--- src/core/dac_host_pkg.sv ---
// Constants, register map and state codes for the DAC host controller
package dac_host_pkg;

    ////////////////////////////////////////////////////////////////////////
    // Clock and word geometry
    localparam int CLK_PERIOD_NS = 50;
    localparam int WORD_W = 14;
    localparam int FRAME_BITS = 16;
    localparam int CNT_W = 4;

    ////////////////////////////////////////////////////////////////////////
    // Pin timing, least times in ns
    localparam int T_WR_NS = 45;
    localparam int T_DSU_NS = 21;
    localparam int T_DH_NS = 10;
    localparam int T_LOAD_NS = 40;
    localparam int T_SYNC_SCLK_NS = 50;
    localparam int T_SCLK_NS = 150;
    localparam int T_SCLK_DH_NS = 75;

    function automatic int min_cycles(input int t_ns);
        int c;
        c = (t_ns + CLK_PERIOD_NS - 1) / CLK_PERIOD_NS;
        return (c < 1) ? 1 : c;
    endfunction

    localparam int WR_CYC = min_cycles(T_WR_NS);
    localparam int DSU_CYC = min_cycles(T_DSU_NS);
    localparam int DH_CYC = min_cycles(T_DH_NS);
    localparam int LOAD_CYC = min_cycles(T_LOAD_NS);
    localparam int SYNC_CYC = min_cycles(T_SYNC_SCLK_NS);
    // Half period must cover half the cycle time and the data hold time
    localparam int HALF_CYC = min_cycles(
        (T_SCLK_DH_NS > T_SCLK_NS / 2) ? T_SCLK_DH_NS : T_SCLK_NS / 2);

    // Timer preloads: a load of N-1 gives N cycles in the state
    localparam logic [CNT_W-1:0] WR_LD = CNT_W'(WR_CYC - 1);
    localparam logic [CNT_W-1:0] DSU_LD = CNT_W'(DSU_CYC - 1);
    localparam logic [CNT_W-1:0] DH_LD = CNT_W'(DH_CYC - 1);
    localparam logic [CNT_W-1:0] LOAD_LD = CNT_W'(LOAD_CYC - 1);
    localparam logic [CNT_W-1:0] SYNC_LD = CNT_W'(SYNC_CYC - 1);
    localparam logic [CNT_W-1:0] HALF_LD = CNT_W'(HALF_CYC - 1);
    localparam logic [3:0] LAST_BIT = 4'(FRAME_BITS - 1);

    ////////////////////////////////////////////////////////////////////////
    // Register map (byte offsets) and fields
    localparam logic [3:0] OFS_CTRL = 4'h0;
    localparam logic [3:0] OFS_DATA = 4'h4;
    localparam logic [3:0] OFS_LOAD = 4'h8;
    localparam logic [3:0] OFS_STATUS = 4'hC;

    localparam int CTRL_SERIAL = 0;
    localparam int CTRL_MSB_FIRST = 1;
    localparam int CTRL_JUSTIFY_END = 2;
    localparam int CTRL_AUTO_LOAD = 3;
    localparam logic [3:0] CTRL_RESET = 4'h2;

    localparam int ST_BUSY = 0;
    localparam int ST_DONE = 1;
    localparam int ST_REFUSED = 2;

    ////////////////////////////////////////////////////////////////////////
    // Sequencer states
    typedef enum logic [7:0] {
        S_IDLE    = 8'b0000_0001,
        S_PSETUP  = 8'b0000_0010,
        S_PSTROBE = 8'b0000_0100,
        S_PHOLD   = 8'b0000_1000,
        S_SSYNC   = 8'b0001_0000,
        S_SLOW    = 8'b0010_0000,
        S_SHIGH   = 8'b0100_0000,
        S_LOAD    = 8'b1000_0000
    } state_t;

endpackage

--- src/core/dac_host_ctrl.sv ---
// Host controller that drives the double-buffered DAC interface pins
//
// What this block does
// - Parallel write pulls chip select and write low together to load a word.
// - In serial mode write is frame sync; data follows its fall.
// - Load strobe is held high from reset and power-up.
// - Serial clock high and low phases stay within 40 to 60 percent.
// - Each serial frame is 16 clocked bits holding the 14-bit word.
`timescale 1ns/10ps
module dac_host_ctrl
    import dac_host_pkg::*;
(
    // Clock and reset
    input wire logic core_clk,
    input wire logic rst_n,
    input wire logic ce,
    // Register port
    input wire logic [3:0] addr,
    input wire logic [15:0] wdata,
    input wire logic wr,
    input wire logic rd,
    output logic [15:0] rdata,
    // Mode strap: high asks the board to tie chip select to the high rail
    output logic serial_mode_sel,
    // Parallel strobes and frame sync
    output logic chip_select_n,
    output logic write_sync_n,
    // Shared data pins
    output logic msb_or_serial_in,
    output logic bit12_or_serial_clock,
    output logic bit11_or_bit_order,
    output logic bit10_or_alignment,
    output logic [9:0] parallel_word_bits,
    // Output latch load strobe
    output logic output_latch_load_n
);

    ////////////////////////////////////////////////////////////////////////
    // State

    typedef struct packed {
        state_t state;
        logic [3:0] ctrl;
        logic [WORD_W-1:0] word;
        logic done;
        logic refused;
        logic [FRAME_BITS-1:0] frame;
        logic [3:0] bitcnt;
        logic [15:0] rdata;
        logic mode_sel;
        logic cs_n;
        logic wr_n;
        logic d13;
        logic d12;
        logic d11;
        logic d10;
        logic [9:0] dlow;
        logic output_latch_load_n_n;
    } ctrl_state_t;

    ctrl_state_t st_reg;
    ctrl_state_t st_next;

    logic tmr_load;
    logic [CNT_W-1:0] tmr_val;
    logic tmr_expired;
    logic [FRAME_BITS-1:0] new_frame;

    logic idle;
    logic wr_ctrl;
    logic wr_data;
    logic wr_load;
    logic wr_status;

    ////////////////////////////////////////////////////////////////////////
    // Helpers

    serial_frame_builder u_frame (
        .word(wdata[WORD_W-1:0]),
        .msb_first(st_reg.ctrl[CTRL_MSB_FIRST]),
        .justify_end(st_reg.ctrl[CTRL_JUSTIFY_END]),
        .frame(new_frame)
    );

    pulse_timer u_timer (
        .core_clk(core_clk),
        .rst_n(rst_n),
        .ce(ce),
        .load(tmr_load),
        .load_val(tmr_val),
        .expired(tmr_expired)
    );

    always_comb
    begin
        idle = (st_reg.state == S_IDLE);
        wr_ctrl = 1'b0;
        wr_data = 1'b0;
        wr_load = 1'b0;
        wr_status = 1'b0;
        if (wr && addr == OFS_CTRL)
        begin
            wr_ctrl = 1'b1;
        end
        else if (wr && addr == OFS_DATA)
        begin
            wr_data = 1'b1;
        end
        else if (wr && addr == OFS_LOAD)
        begin
            wr_load = 1'b1;
        end
        else if (wr && addr == OFS_STATUS)
        begin
            wr_status = 1'b1;
        end
    end

    ////////////////////////////////////////////////////////////////////////
    // Next state

    always_comb
    begin
        st_next = st_reg;
        tmr_load = 1'b0;
        tmr_val = '0;
        st_next.rdata = '0;

        // Read data stands only in the cycle after the read strobe
        if (rd)
        begin
            if (addr == OFS_CTRL)
            begin
                st_next.rdata = {12'h000, st_reg.ctrl};
            end
            else if (addr == OFS_DATA)
            begin
                st_next.rdata = {2'b00, st_reg.word};
            end
            else if (addr == OFS_STATUS)
            begin
                st_next.rdata = {13'h0, st_reg.refused, st_reg.done,
                                 !idle};
            end
        end

        // Write-one clears; a set later in this process wins
        if (wr_status)
        begin
            if (wdata[ST_DONE])
            begin
                st_next.done = 1'b0;
            end
            if (wdata[ST_REFUSED])
            begin
                st_next.refused = 1'b0;
            end
        end

        // Requests during a transfer are dropped, never queued
        if (!idle && (wr_ctrl || wr_data || wr_load))
        begin
            st_next.refused = 1'b1;
        end

        case (st_reg.state)
            S_IDLE:
            begin
                if (wr_ctrl)
                begin
                    st_next.ctrl = wdata[3:0];
                    st_next.mode_sel = wdata[CTRL_SERIAL];
                    if (wdata[CTRL_SERIAL])
                    begin
                        // Shared pins take their serial roles
                        st_next.d12 = 1'b1;
                        st_next.d11 = wdata[CTRL_MSB_FIRST];
                        // Alignment pin low puts the valid bits at the end
                        st_next.d10 = !wdata[CTRL_JUSTIFY_END];
                        st_next.dlow = '0;
                    end
                end
                else if (wr_data)
                begin
                    st_next.word = wdata[WORD_W-1:0];
                    tmr_load = 1'b1;
                    if (st_reg.ctrl[CTRL_SERIAL])
                    begin
                        // Sync falls with the first bit on the pin
                        st_next.frame = new_frame;
                        st_next.bitcnt = '0;
                        st_next.wr_n = 1'b0;
                        st_next.d13 = new_frame[0];
                        tmr_val = SYNC_LD;
                        st_next.state = S_SSYNC;
                    end
                    else
                    begin
                        // Bit 0 of the word on pin 0 upward
                        st_next.dlow = wdata[9:0];
                        st_next.d10 = wdata[10];
                        st_next.d11 = wdata[11];
                        st_next.d12 = wdata[12];
                        st_next.d13 = wdata[13];
                        tmr_val = DSU_LD;
                        st_next.state = S_PSETUP;
                    end
                end
                else if (wr_load)
                begin
                    st_next.output_latch_load_n_n = 1'b0;
                    tmr_load = 1'b1;
                    tmr_val = LOAD_LD;
                    st_next.state = S_LOAD;
                end
            end
            S_PSETUP:
            begin
                if (tmr_expired)
                begin
                    // Both low: latch follows the pins
                    st_next.cs_n = 1'b0;
                    st_next.wr_n = 1'b0;
                    tmr_load = 1'b1;
                    tmr_val = WR_LD;
                    st_next.state = S_PSTROBE;
                end
            end
            S_PSTROBE:
            begin
                if (tmr_expired)
                begin
                    // Rising strobes capture; data still held
                    st_next.cs_n = 1'b1;
                    st_next.wr_n = 1'b1;
                    tmr_load = 1'b1;
                    tmr_val = DH_LD;
                    st_next.state = S_PHOLD;
                end
            end
            S_PHOLD:
            begin
                if (tmr_expired)
                begin
                    st_next.done = 1'b1;
                    if (st_reg.ctrl[CTRL_AUTO_LOAD])
                    begin
                        st_next.output_latch_load_n_n = 1'b0;
                        tmr_load = 1'b1;
                        tmr_val = LOAD_LD;
                        st_next.state = S_LOAD;
                    end
                    else
                    begin
                        st_next.state = S_IDLE;
                    end
                end
            end
            S_SSYNC, S_SHIGH:
            begin
                if (tmr_expired)
                begin
                    // Falling clock: device samples the bit
                    st_next.d12 = 1'b0;
                    tmr_load = 1'b1;
                    tmr_val = HALF_LD;
                    st_next.state = S_SLOW;
                end
            end
            S_SLOW:
            begin
                if (tmr_expired)
                begin
                    st_next.d12 = 1'b1;
                    st_next.bitcnt = st_reg.bitcnt + 1'b1;
                    if (st_reg.bitcnt == LAST_BIT)
                    begin
                        // Sync rises a half period after the last fall; the
                        // hold state keeps the load strobe off that edge
                        st_next.wr_n = 1'b1;
                        tmr_load = 1'b1;
                        tmr_val = DH_LD;
                        st_next.state = S_PHOLD;
                    end
                    else
                    begin
                        // Data changes on the rise, far from the fall
                        st_next.frame = st_reg.frame >> 1;
                        st_next.d13 = st_reg.frame[1];
                        tmr_load = 1'b1;
                        tmr_val = HALF_LD;
                        st_next.state = S_SHIGH;
                    end
                end
            end
            S_LOAD:
            begin
                if (tmr_expired)
                begin
                    st_next.output_latch_load_n_n = 1'b1;
                    st_next.done = 1'b1;
                    st_next.state = S_IDLE;
                end
            end
            default:
            begin
                st_next.state = S_IDLE;
            end
        endcase
    end

    ////////////////////////////////////////////////////////////////////////
    // Registers

    always_ff @(posedge core_clk or negedge rst_n)
    begin
        if (!rst_n)
        begin
            st_reg <= '0;
            st_reg.state <= S_IDLE;
            st_reg.ctrl <= CTRL_RESET;
            st_reg.cs_n <= 1'b1;
            st_reg.wr_n <= 1'b1;
            st_reg.output_latch_load_n_n <= 1'b1;
        end
        else if (ce)
        begin
            st_reg <= st_next;
        end
    end

    assign rdata = st_reg.rdata;
    assign serial_mode_sel = st_reg.mode_sel;
    assign chip_select_n = st_reg.cs_n;
    assign write_sync_n = st_reg.wr_n;
    assign msb_or_serial_in = st_reg.d13;
    assign bit12_or_serial_clock = st_reg.d12;
    assign bit11_or_bit_order = st_reg.d11;
    assign bit10_or_alignment = st_reg.d10;
    assign parallel_word_bits = st_reg.dlow;
    assign output_latch_load_n = st_reg.output_latch_load_n_n;

endmodule

--- src/core/serial_frame_builder.sv ---
// Places the 14-bit word into a 16-bit serial frame, element 0 sent first
`timescale 1ns/10ps
module serial_frame_builder
    import dac_host_pkg::*;
(
    // Word and format
    input wire logic [WORD_W-1:0] word,
    input wire logic msb_first,
    input wire logic justify_end,
    // Frame in send order
    output logic [FRAME_BITS-1:0] frame
);

    for (genvar i = 0; i < FRAME_BITS; i++)
    begin : g_bit
        localparam int KS = i;
        localparam int KE = i - (FRAME_BITS - WORD_W);
        localparam bit KS_OK = (KS < WORD_W);
        localparam bit KE_OK = (KE >= 0);
        localparam int S = KS_OK ? KS : 0;
        localparam int E = KE_OK ? KE : 0;
        logic bit_s;
        logic bit_e;
        // Bit order decides which end of the word goes first
        assign bit_s = msb_first ? word[WORD_W-1-S] : word[S];
        assign bit_e = msb_first ? word[WORD_W-1-E] : word[E];
        // Unused frame slots are sent as zero
        assign frame[i] = justify_end ? (KE_OK ? bit_e : 1'b0)
                                      : (KS_OK ? bit_s : 1'b0);
    end

endmodule

--- src/core/pulse_timer.sv ---
// Loadable down counter that times pin phases in core clock cycles
`timescale 1ns/10ps
module pulse_timer
    import dac_host_pkg::*;
(
    // Clock and reset
    input wire logic core_clk,
    input wire logic rst_n,
    input wire logic ce,
    // Control
    input wire logic load,
    input wire logic [CNT_W-1:0] load_val,
    // Status
    output logic expired
);

    typedef struct packed {
        logic [CNT_W-1:0] cnt;
    } tmr_state_t;

    tmr_state_t st_reg;
    tmr_state_t st_next;

    always_comb
    begin
        st_next = st_reg;
        if (load)
        begin
            st_next.cnt = load_val;
        end
        else if (st_reg.cnt != '0)
        begin
            st_next.cnt = st_reg.cnt - 1'b1;
        end
    end

    always_ff @(posedge core_clk or negedge rst_n)
    begin
        if (!rst_n)
        begin
            st_reg <= '0;
        end
        else if (ce)
        begin
            st_reg <= st_next;
        end
    end

    // Depends on the count alone: the sequencer's load follows this flag,
    // so gating it with load would close a combinational loop
    assign expired = (st_reg.cnt == '0);

endmodule

--- config.mk ---
export PLATFORM = sky130hd
export DESIGN_NAME = dac_host_ctrl
export DESIGN_NICKNAME = d
export VERILOG_FILES = /design/src/core/dac_host_pkg.sv /design/src/core/dac_host_ctrl.sv /design/src/core/serial_frame_builder.sv /design/src/core/pulse_timer.sv
export SDC_FILE = /design/constraint.sdc
export NUM_CORES = 1
export LEC_CHECK = 0
export BUFFER_PORTS_ARGS = -buffer_cell sky130_fd_sc_hd__buf_2
export CORE_ASPECT_RATIO = 1.75
export CORE_MARGIN = 5
export CORE_UTILIZATION = 35
export CTS_CLUSTER_DIAMETER = 120
export CTS_CLUSTER_SIZE = 16
export DETAILED_ROUTE_END_ITERATION = 16
export SLEW_MARGIN = 20
export SYNTH_ARGS = -nofsm -noshare
export SYNTH_HDL_FRONTEND = slang
export SYNTH_HIERARCHICAL = 1
export SYNTH_SLANG_ARGS = --single-unit
--- constraint.sdc ---
create_clock -name core_clk -period 2.4 [get_ports core_clk]
set_clock_uncertainty 0.1 [all_clocks]
set_input_delay 0.36 -clock core_clk [delete_from_list [all_inputs] [get_ports core_clk]]
set_output_delay 0.36 -clock core_clk [all_outputs]
set_load 0.005 [all_outputs]
==> flow_results.org, run 1 <==
** Outcome
- The run finished with clean final reports.

** Power
- The worst-case IR drop observed on VDD is roughly 330 uV.
- Summed over all cells, the static leakage comes to about 2.4 nW.
- In this run the power density over the cells is about 860 mW/mm2.

** Timing
- Hold WS :: about 0.17 ns
- The smallest clock period supported by the final layout is computed as roughly 2.3 ns.
- Setup violations remaining at the end of the flow were counted as 0.
- Unrepaired setup endpoints after global routing :: yes
- Timing would allow up to 0.427 GHz.
- Slew at the pin with the worst max-slew slack :: 0.529 ns
- In this run the tightest slew margin relative to its limit is 0.647.
- Final Hold Fails :: 0
- The total count of max-transition violations in the final report is 0.
- Dividing the final minimum period by the clock period gives 0.975.

** Synthesis
- Of the total synthesized cell area, the portion taken by full adders, half adders and majority gates is 0.00542.
- By area, the combinational part of the netlist is dominated by compound AO/OA/AOI/OAI gates.
- Yosys printed 6 warnings.
- Counting flops with a built-in enable in the synthesized netlist gives 0.
- The average instance in the mapped netlist occupies 10.1 um2.
- Cell type with the largest total area after synthesis :: sky130_fd_sc_hd__dfrtp_1
- The most used flip-flop cell after synthesis is sky130_fd_sc_hd__dfrtp_1.
- Number of synthesized register bits :: 82
- Summing every instance area after synthesis gives about 0.0046 mm2.
- Mux contribution to synthesized area :: 0.151
- Area share of and/or/nand/nor cells after synthesis :: 0.150
- Fraction of synthesis flops using an asynchronous set or reset pin :: 1.00
- By count the netlist is led by 77 x sky130_fd_sc_hd__dfrtp_1, 59 x sky130_fd_sc_hd__nand2_1, 46 x sky130_fd_sc_hd__mux2i_1.
- Most repeated cell in the gate-level netlist after synthesis :: sky130_fd_sc_hd__dfrtp_1
- Yosys mapped the design onto between 60 and 70 distinct sky130hd cell types.
- The compound-gate portion of the synthesized area is 0.154.
- By area the synthesized netlist is led by sky130_fd_sc_hd__dfrtp_1 42%, sky130_fd_sc_hd__mux2i_1 10%, sky130_fd_sc_hd__nand2_1 4.8%, sky130_fd_sc_hd__buf_4 4.5%, sky130_fd_sc_hd__mux2_2 4.1%.
- Of the post-synthesis cell area, the dominant cell type holds 0.417.
- Cells after Synth :: 458
- Of the total synthesized cell area, the portion taken by XOR and XNOR cells is 0.00758.
- Of the synthesized area, sequential elements account for 0.445.

** Critical path
- Startpoint-to-endpoint class of the critical path :: register to register
- Endpoint of the worst-slack reg-to-reg timing path :: st_reg[69]
- The critical path ends at st_reg[69].
- The startpoint identified for the worst register-to-register timing path is st_reg[74].
- Critical path required time :: ~2.5 ns
- Setup slack on the worst reg-to-reg path comes out at 0.06 ns.
- The worst setup path is launched from a register.
- Along the worst path, the maximum fanout reaches 18.
- The most critical setup path has its startpoint at st_reg[74].
- STA classifies the critical path endpoint as a register.
- Worst r2r path cells :: 5
- STA puts the critical path data arrival time at around 2.5 ns.

** Clock tree
- The clock passes through at most 2 buffers.
- TritonCTS created 9 clock buffers.
- After clock tree synthesis, the clock-pin slew on the worst setup and hold paths is 0.07 ns.
- TritonCTS built the clock tree.
- CTS sink count :: slightly above 80
- The tree is rooted in a sky130_fd_sc_hd__clkbuf_16.
- After clock tree synthesis, the setup repair step added 0 buffers.
- Clock H-tree levels :: 3
- Latest clock arrival within the worst-skew pair :: between 0.3 and 0.4 ns

** Hold path
- Kind of path behind the tightest hold check :: primary input to register

** Cells and area
- Area added between synthesis and finish :: 17.5%
- Fill cells in the final layout number 1,324.
- Sequential standard cell area :: approximately 0.0021 mm2
- Antenna cells :: 0
- Share of post-route cells with drive strength above 1 :: 0.298
- The final layout contains 530 nets.
- Design area :: roughly 0.0054 mm2
- Summing all multi-input logic gate instances after layout gives between 0.002 and 0.0025 mm2.
- The register with the most flip-flops in the layout has 47 of them.

** Die
- The die is 96.9 um wide.
- Core region area :: roughly 0.013 mm2
- For this configuration, the core starts out at a cell density of 0.357.
- Die outline area :: 0.0157 mm2
- Number of ports placed on the die boundary :: 59
- The floorplan has 55 rows.
- The die is 162 um tall.

** Detailed routing
- TritonRoute pass-1 iters :: 4
- Routed length per instance :: 16.5 um
- In this run, the number of DRC markers left after iteration 0 of detailed routing was 191.
- Sum of routed wire length over all layers :: approximately 11 mm
- Via/cell ratio :: about 5.2
- Drt drc :: 0
- Once detail routing completed, the nets flagged for antenna violations numbered 0.
- Vias :: around 3,500

** GRT
- Via count of the first global-routing pass :: between 3,000 and 4,000
- In the global route stage, overall resource usage came out at 0.147.
- Total congestion overflow :: 0
- Entering global routing, the biggest net connects 36 pins.
- The number of antenna violations at the first check in global routing is 0.
- First-pass GRT wire length :: 18.7 mm

** Placement
- At the end of routability-driven placement, the weighted congestion stood at approximately 0.84.
- Area of placed instances :: just over 0.005 mm2
- Detailed placement finished with a half-perimeter wire length of 8.53 mm.
- Number of buffer cells added on primary ports :: 54

** Job
- Count of max-cap constraint violations :: 0
[worst min-delay path by stage]
stage	cells past startpoint	slack [ns]	from	end
2_1_floorplan	0	-0.04	rst_n	bit10_or_alignment
3_3_place_gp	1	0.19	rst_n	st_reg[81]
3_5_place_dp	1	0.19	rst_n	st_reg[76]
4_1_cts	3	0.16	rd	rdata[0]
5_1_grt	3	0.20	rd	rdata[0]
6_report	3	0.17	rd	rdata[0]
[final cells by class]
| class | count | area share |
|---|---|---|
| Clock buffer | 9 | 0.0415 |
| Clock inverter | 6 | 0.0168 |
| Inverter | 8 | 0.00553 |
| Multi-Input combinational cell | 315 | 0.411 |
| Sequential cell | 82 | 0.380 |
| Tap cell | 171 | 0.0394 |
| Timing Repair Buffer | 87 | 0.106 |
[metal layers]
layer / track usage / wire length, um / share of wire / up-vias
li1: - / - / - / 1708
met1: 0.156 / 4390 / 0.39 / 1748
met2: 0.280 / 6190 / 0.55 / 73
met3: 0.0309 / 415 / 0.037 / 14
met4: 0.0550 / 199 / 0.018 / 0
met5: 0 / 0 / 0 / -
[kinds of logic (layout without fill, tap and decap cells)]
kind of cell / count (synthesis) / count (layout)
adders and majority gates: 2 / 2
xor gates and xnor gates: 4 / 4
muxes: 66 / 66
AOI/OAI and AO/OA: 106 / 106
and+or+nand+nor: 132 / 132
DFF: 82 / 82
buffers and inverters: 65 / 110
other: 1 / 5
[power breakdown]
part	leakage, nW	total (mW)	switching (mW)	internal (mW)
Sequential	1.08	1.96	0.270	1.69
Combinational	1.22	1.25	0.641	0.611
Clock	0.144	1.48	0.567	0.909
[critical path, cell delays in order (launching register included)]
cell and delay [ns]:
sky130_fd_sc_hd__dfstp_2 0.65, sky130_fd_sc_hd__or4b_4 0.54, sky130_fd_sc_hd__nor4_4 0.24, sky130_fd_sc_hd__buf_4 0.18
sky130_fd_sc_hd__nand2_4 0.16, sky130_fd_sc_hd__mux2_4 0.34
[timing repair]
action,in CTS,in global routing
hold buffers,1,0
endpoints found under the setup margin,1,8
hold endpoints to repair,19,0
resized for setup,2,11
pin swaps,0,1
[layout by cell type, fill, tap and decap left out, types with 3 or more instances in the layout]
cell,synthesis,routed
sky130_fd_sc_hd__nand4_1,3,3
sky130_fd_sc_hd__mux2_2,17,17
sky130_fd_sc_hd__a21oi_1,11,11
sky130_fd_sc_hd__nor2b_1,4,4
sky130_fd_sc_hd__dfstp_2,5,5
sky130_fd_sc_hd__a22o_1,12,12
sky130_fd_sc_hd__o21ai_0,30,29
sky130_fd_sc_hd__buf_12,1,4
sky130_fd_sc_hd__o2bb2ai_1,6,6
sky130_fd_sc_hd__mux2i_1,46,46
sky130_fd_sc_hd__dfrtp_2,0,3
sky130_fd_sc_hd__nor4_4,2,4
sky130_fd_sc_hd__nor3b_1,3,3
sky130_fd_sc_hd__buf_4,28,28
sky130_fd_sc_hd__nand2_1,59,59
sky130_fd_sc_hd__dfrtp_1,77,74
sky130_fd_sc_hd__nor2_1,17,16
sky130_fd_sc_hd__xor2_1,4,4
sky130_fd_sc_hd__mux2_4,3,3
sky130_fd_sc_hd__nand3_1,8,8
sky130_fd_sc_hd__conb_1,1,5
sky130_fd_sc_hd__o221ai_1,6,5
sky130_fd_sc_hd__a31oi_1,3,3
sky130_fd_sc_hd__inv_1,8,7
sky130_fd_sc_hd__o21ai_1,16,17
sky130_fd_sc_hd__clkinvlp_4,0,3
sky130_fd_sc_hd__nor3_1,12,11
sky130_fd_sc_hd__clkbuf_16,0,9
sky130_fd_sc_hd__buf_2,7,53
[stage by stage]
step	std cells	TNS, ns	util	power (mW)	setup WS [ns]
3_3_place_gp	662	-0.0593	0.391	3.16	-0.0430
3_5_place_dp	662	-0.192	0.391	3.21	-0.101
6_report	678	0	0.420	4.69	0.0589
4_1_cts	678	0	0.417	4.71	0.0394
2_1_floorplan	462	0	-	2.84	0.153
5_1_grt	678	-0.00658	0.420	4.97	-0.00395
No activity file was read; power rests on OpenSTA's default activity.
==> inputs of run 2 (changes only) <==
Settings changed: CTS_CLUSTER_DIAMETER 120 to 80.
Clock period 2.4 ns to 2.25 ns, I/O delays scaled along.
==> run 2 against run 1 <==
Against the previous run: worst setup slack got worse by 0.052 ns; global-route usage rose by 0.49 points; total power rose by 13%; first-iteration DRC count rose by 2.1%; final cell count rose by 3.7%; core utilization rose by 2.2 points; via count rose by 4.2%; sequential cell count did not move; wire length rose by 4.5%; critical path type unchanged.
==> flow_results.org, run 2 (synthesis results as in run 1) <==
** Timing
- The number of setup violations in the final report was 0 (unchanged).
- Number of max-slew violations in the final report :: 0 (unchanged)
- The final count of hold timing violations is 0 (unchanged).
- Setup repair after global routing could not meet its margin everywhere.
- Crit path time final :: 2.24 ns (-0.0981 ns)
- The final worst slack came to 0.00707 ns (-0.0519 ns).
- Peak clock frequency supported by timing :: 0.446 GHz (+4.4%)
- The final sum of negative setup slack is 0 ns (unchanged).
- Final period util :: 0.997 (+0.0214)

** Cells and area
- Share of post-route cells with drive strength above 1 :: 0.333 (+0.0349)
- Flip-flop count of the largest register, all copies and words added :: 47 (unchanged)
- The final standard cell utilization of the core is 0.441 (+0.0218).
- Most used cells in the layout excluding fill and tap cells :: 73 x sky130_fd_sc_hd__dfrtp_1, 57 x sky130_fd_sc_hd__nand2_1, 53 x sky130_fd_sc_hd__buf_2, 47 x sky130_fd_sc_hd__buf_4, 46 x sky130_fd_sc_hd__mux2i_1
- Most common cell after layout, fill and taps aside :: sky130_fd_sc_hd__dfrtp_1
- # nets final :: 554 (+4.5%)
- Non-filler cells, final :: 703 (+3.7%)
- Antenna cells :: 0 (unchanged)
- The area growth from synthesis to layout is 23.6%.
- The fill cell instance count of the final layout was 1,286 (-2.9%).
- The final design area excluding fillers came to 0.00571 mm2 (+5.2%).

** Die
- Number of placement rows :: 55 (unchanged)
- The total I/O pin count was 59 (unchanged).
- The overall die area is 0.0157 mm2 (unchanged).
- Core region area :: 0.0129 mm2 (unchanged)
- The initial standard-cell utilization of the core came to 0.357 (unchanged).
- The width of the die came to 96.9 um (unchanged).
- Die Y-Extent :: 162 um (unchanged)

** Placement
- The half-perimeter wire length after detailed placement was 8.67 mm (+1.7%).
- Number of buffer cells added on primary ports :: 54 (unchanged)
- GP Congestion :: 0.873 (+3.5%)
- The worst setup timing slack at the placement stage is -0.184 ns (-0.0828 ns).
- The number of placed cells counting well taps came to 677 (+2.3%).
- Area of placed instances :: 0.00516 mm2 (+2.2%)

** Clock tree
- Clock tree synthesis selected as its root buffer the cell sky130_fd_sc_hd__clkbuf_16.
- The source-to-sink clock delay at the later pin of the worst-skew pair came to 0.33 ns (about the same).
- CTS sink count :: 82 (unchanged)
- The CTS buffer count came to 9 (unchanged).
- Clock transition time at the flip-flop clock pins of the worst setup and hold paths :: 0.06 ns (about the same)
- Number of buffers on the longest clock path :: 2 (unchanged)
- The H-tree depth is 3 (unchanged).
- Clock tree from TritonCTS :: yes

** Critical path
- Crit Path Max Fanout :: 5 (-13)
- The critical path arrival came to 2.34 ns (-0.12 ns).
- The number of cells traversed by the worst register-to-register path came to 12 (+7).
- The critical path starts at st_reg[74].
- The worst register-to-register path begins at st_reg[74].
- Register-to-register setup slack :: 0.007 ns (-0.05 ns)
- Endpoint of the worst-slack reg-to-reg timing path :: u_timer/st_reg[3]
- Critical path required time :: 2.35 ns (-0.17 ns)
- The worst setup path is captured at a register.
- Worst setup SP type :: register
- The critical path ends at u_timer/st_reg[3].
- Startpoint-to-endpoint class of the critical path :: register to register

** Power
- The total leakage power is 2.60 nW (+6.4%).
- Power density cells :: 931 mW/mm2 (+7.8%)
- IR Drop Worst-Case VDD :: 368 uV (+11%)

** Detailed routing
- Via/cell ratio :: 5.25 (+0.50%)
- Drt drc :: 0 (unchanged)
- The total via count after detailed routing is 3,692 (+4.2%).
- The wire length per cell after detailed routing is 16.7 um (+0.83%).
- Sum of routed wire length over all layers :: 11.7 mm (+4.5%)
- The first-iteration detailed-routing DRC count was 195 (+2.1%).
- Remaining number of nets flagged by the antenna check after routing :: 0 (unchanged)
- TritonRoute pass-1 iters :: 4 (unchanged)

** Job
- The number of maximum-capacitance constraint violations is 0 (unchanged).

** GRT
- Pin count of the biggest net entering global routing :: 35 (-2.8%)
- The total global-route track usage was 0.152 (+0.00486).
- Total congestion overflow :: 0 (unchanged)
- Antenna violations before repair :: 0 (unchanged)
- The via count of the first global-routing pass is 3,840 (+3.0%).
- The global-route wire length before repair is 19.5 mm (+4.2%).

** Hold path
- Kind of path behind the tightest hold check :: primary input to register

** Outcome
- The flow ran to the end, and the final reports show no timing, DRC or antenna violations.
run 2: report_power, final:
group / switching (mW) / internal (mW)
Clock: 0.584 / 1.12
Combinational: 0.794 / 0.783
Sequential: 0.235 / 1.80
run 2: what timing repair did:
| item | in CTS | in global routing |
|---|---|---|
| setup endpoints to repair | 6 | 34 |
| pin swaps | 6 | 10 |
| hold buffers | 1 | 0 |
| endpoints found under the hold margin | 30 | 0 |
| setup buffers | 4 | 4 |
| gates cloned | 0 | 1 |
| resized for setup | 10 | 14 |
run 2: layer usage:
layer | vias to the layer above | GRT usage | routed length (um)
li1 | 1753 | - | -
met1 | 1851 | 0.167 | 4580
met2 | 68 | 0.289 | 6560
met3 | 20 | 0.0271 | 332
met4 | 0 | 0.0518 | 225
met5 | - | 0 | 0
run 2: area by class of cell:
cell class,instances,area (um2),share of cell area
Multi-Input combinational cell,315,2270,0.397
Sequential cell,82,2060,0.361
Timing Repair Buffer,111,790,0.138
Clock buffer,12,246,0.0432
Tap cell,171,214,0.0375
Clock inverter,4,98.8,0.0173
Inverter,8,30.0,0.00526
run 2: worst min path at each step:
stage,from,end,slack (ns),cells past startpoint
final,rd,rdata[0],0.16,3
after global routing,wdata[5],parallel_word_bits[5],0.19,3
after CTS,rd,rdata[0],0.16,3
after detailed placement,rst_n,st_reg[77],0.23,1
after global placement,rst_n,st_reg[77],0.23,1
after floorplan,rst_n,bit10_or_alignment,-0.06,0
run 2: critical path, cell delays in order (launching register included):
cell and delay [ns]:
sky130_fd_sc_hd__dfstp_2 0.37, sky130_fd_sc_hd__buf_6 0.12, sky130_fd_sc_hd__buf_4 0.13, sky130_fd_sc_hd__nor2_1 0.21, sky130_fd_sc_hd__nand3_1 0.16, sky130_fd_sc_hd__a21oi_1 0.18
sky130_fd_sc_hd__a21oi_1 0.06, sky130_fd_sc_hd__o22ai_1 0.21, sky130_fd_sc_hd__buf_4 0.18, sky130_fd_sc_hd__buf_4 0.13, sky130_fd_sc_hd__nor2_1 0.04, sky130_fd_sc_hd__nand4_1 0.12
sky130_fd_sc_hd__o211ai_1 0.11
run 2: stage by stage:
stage,power [mW],hold slack [ns]
after floorplan,3.03,-0.0581
after global placement,3.43,0.225
after detailed placement,3.48,0.225
after CTS,5.24,0.156
after global routing,5.62,0.186
final,5.32,0.162
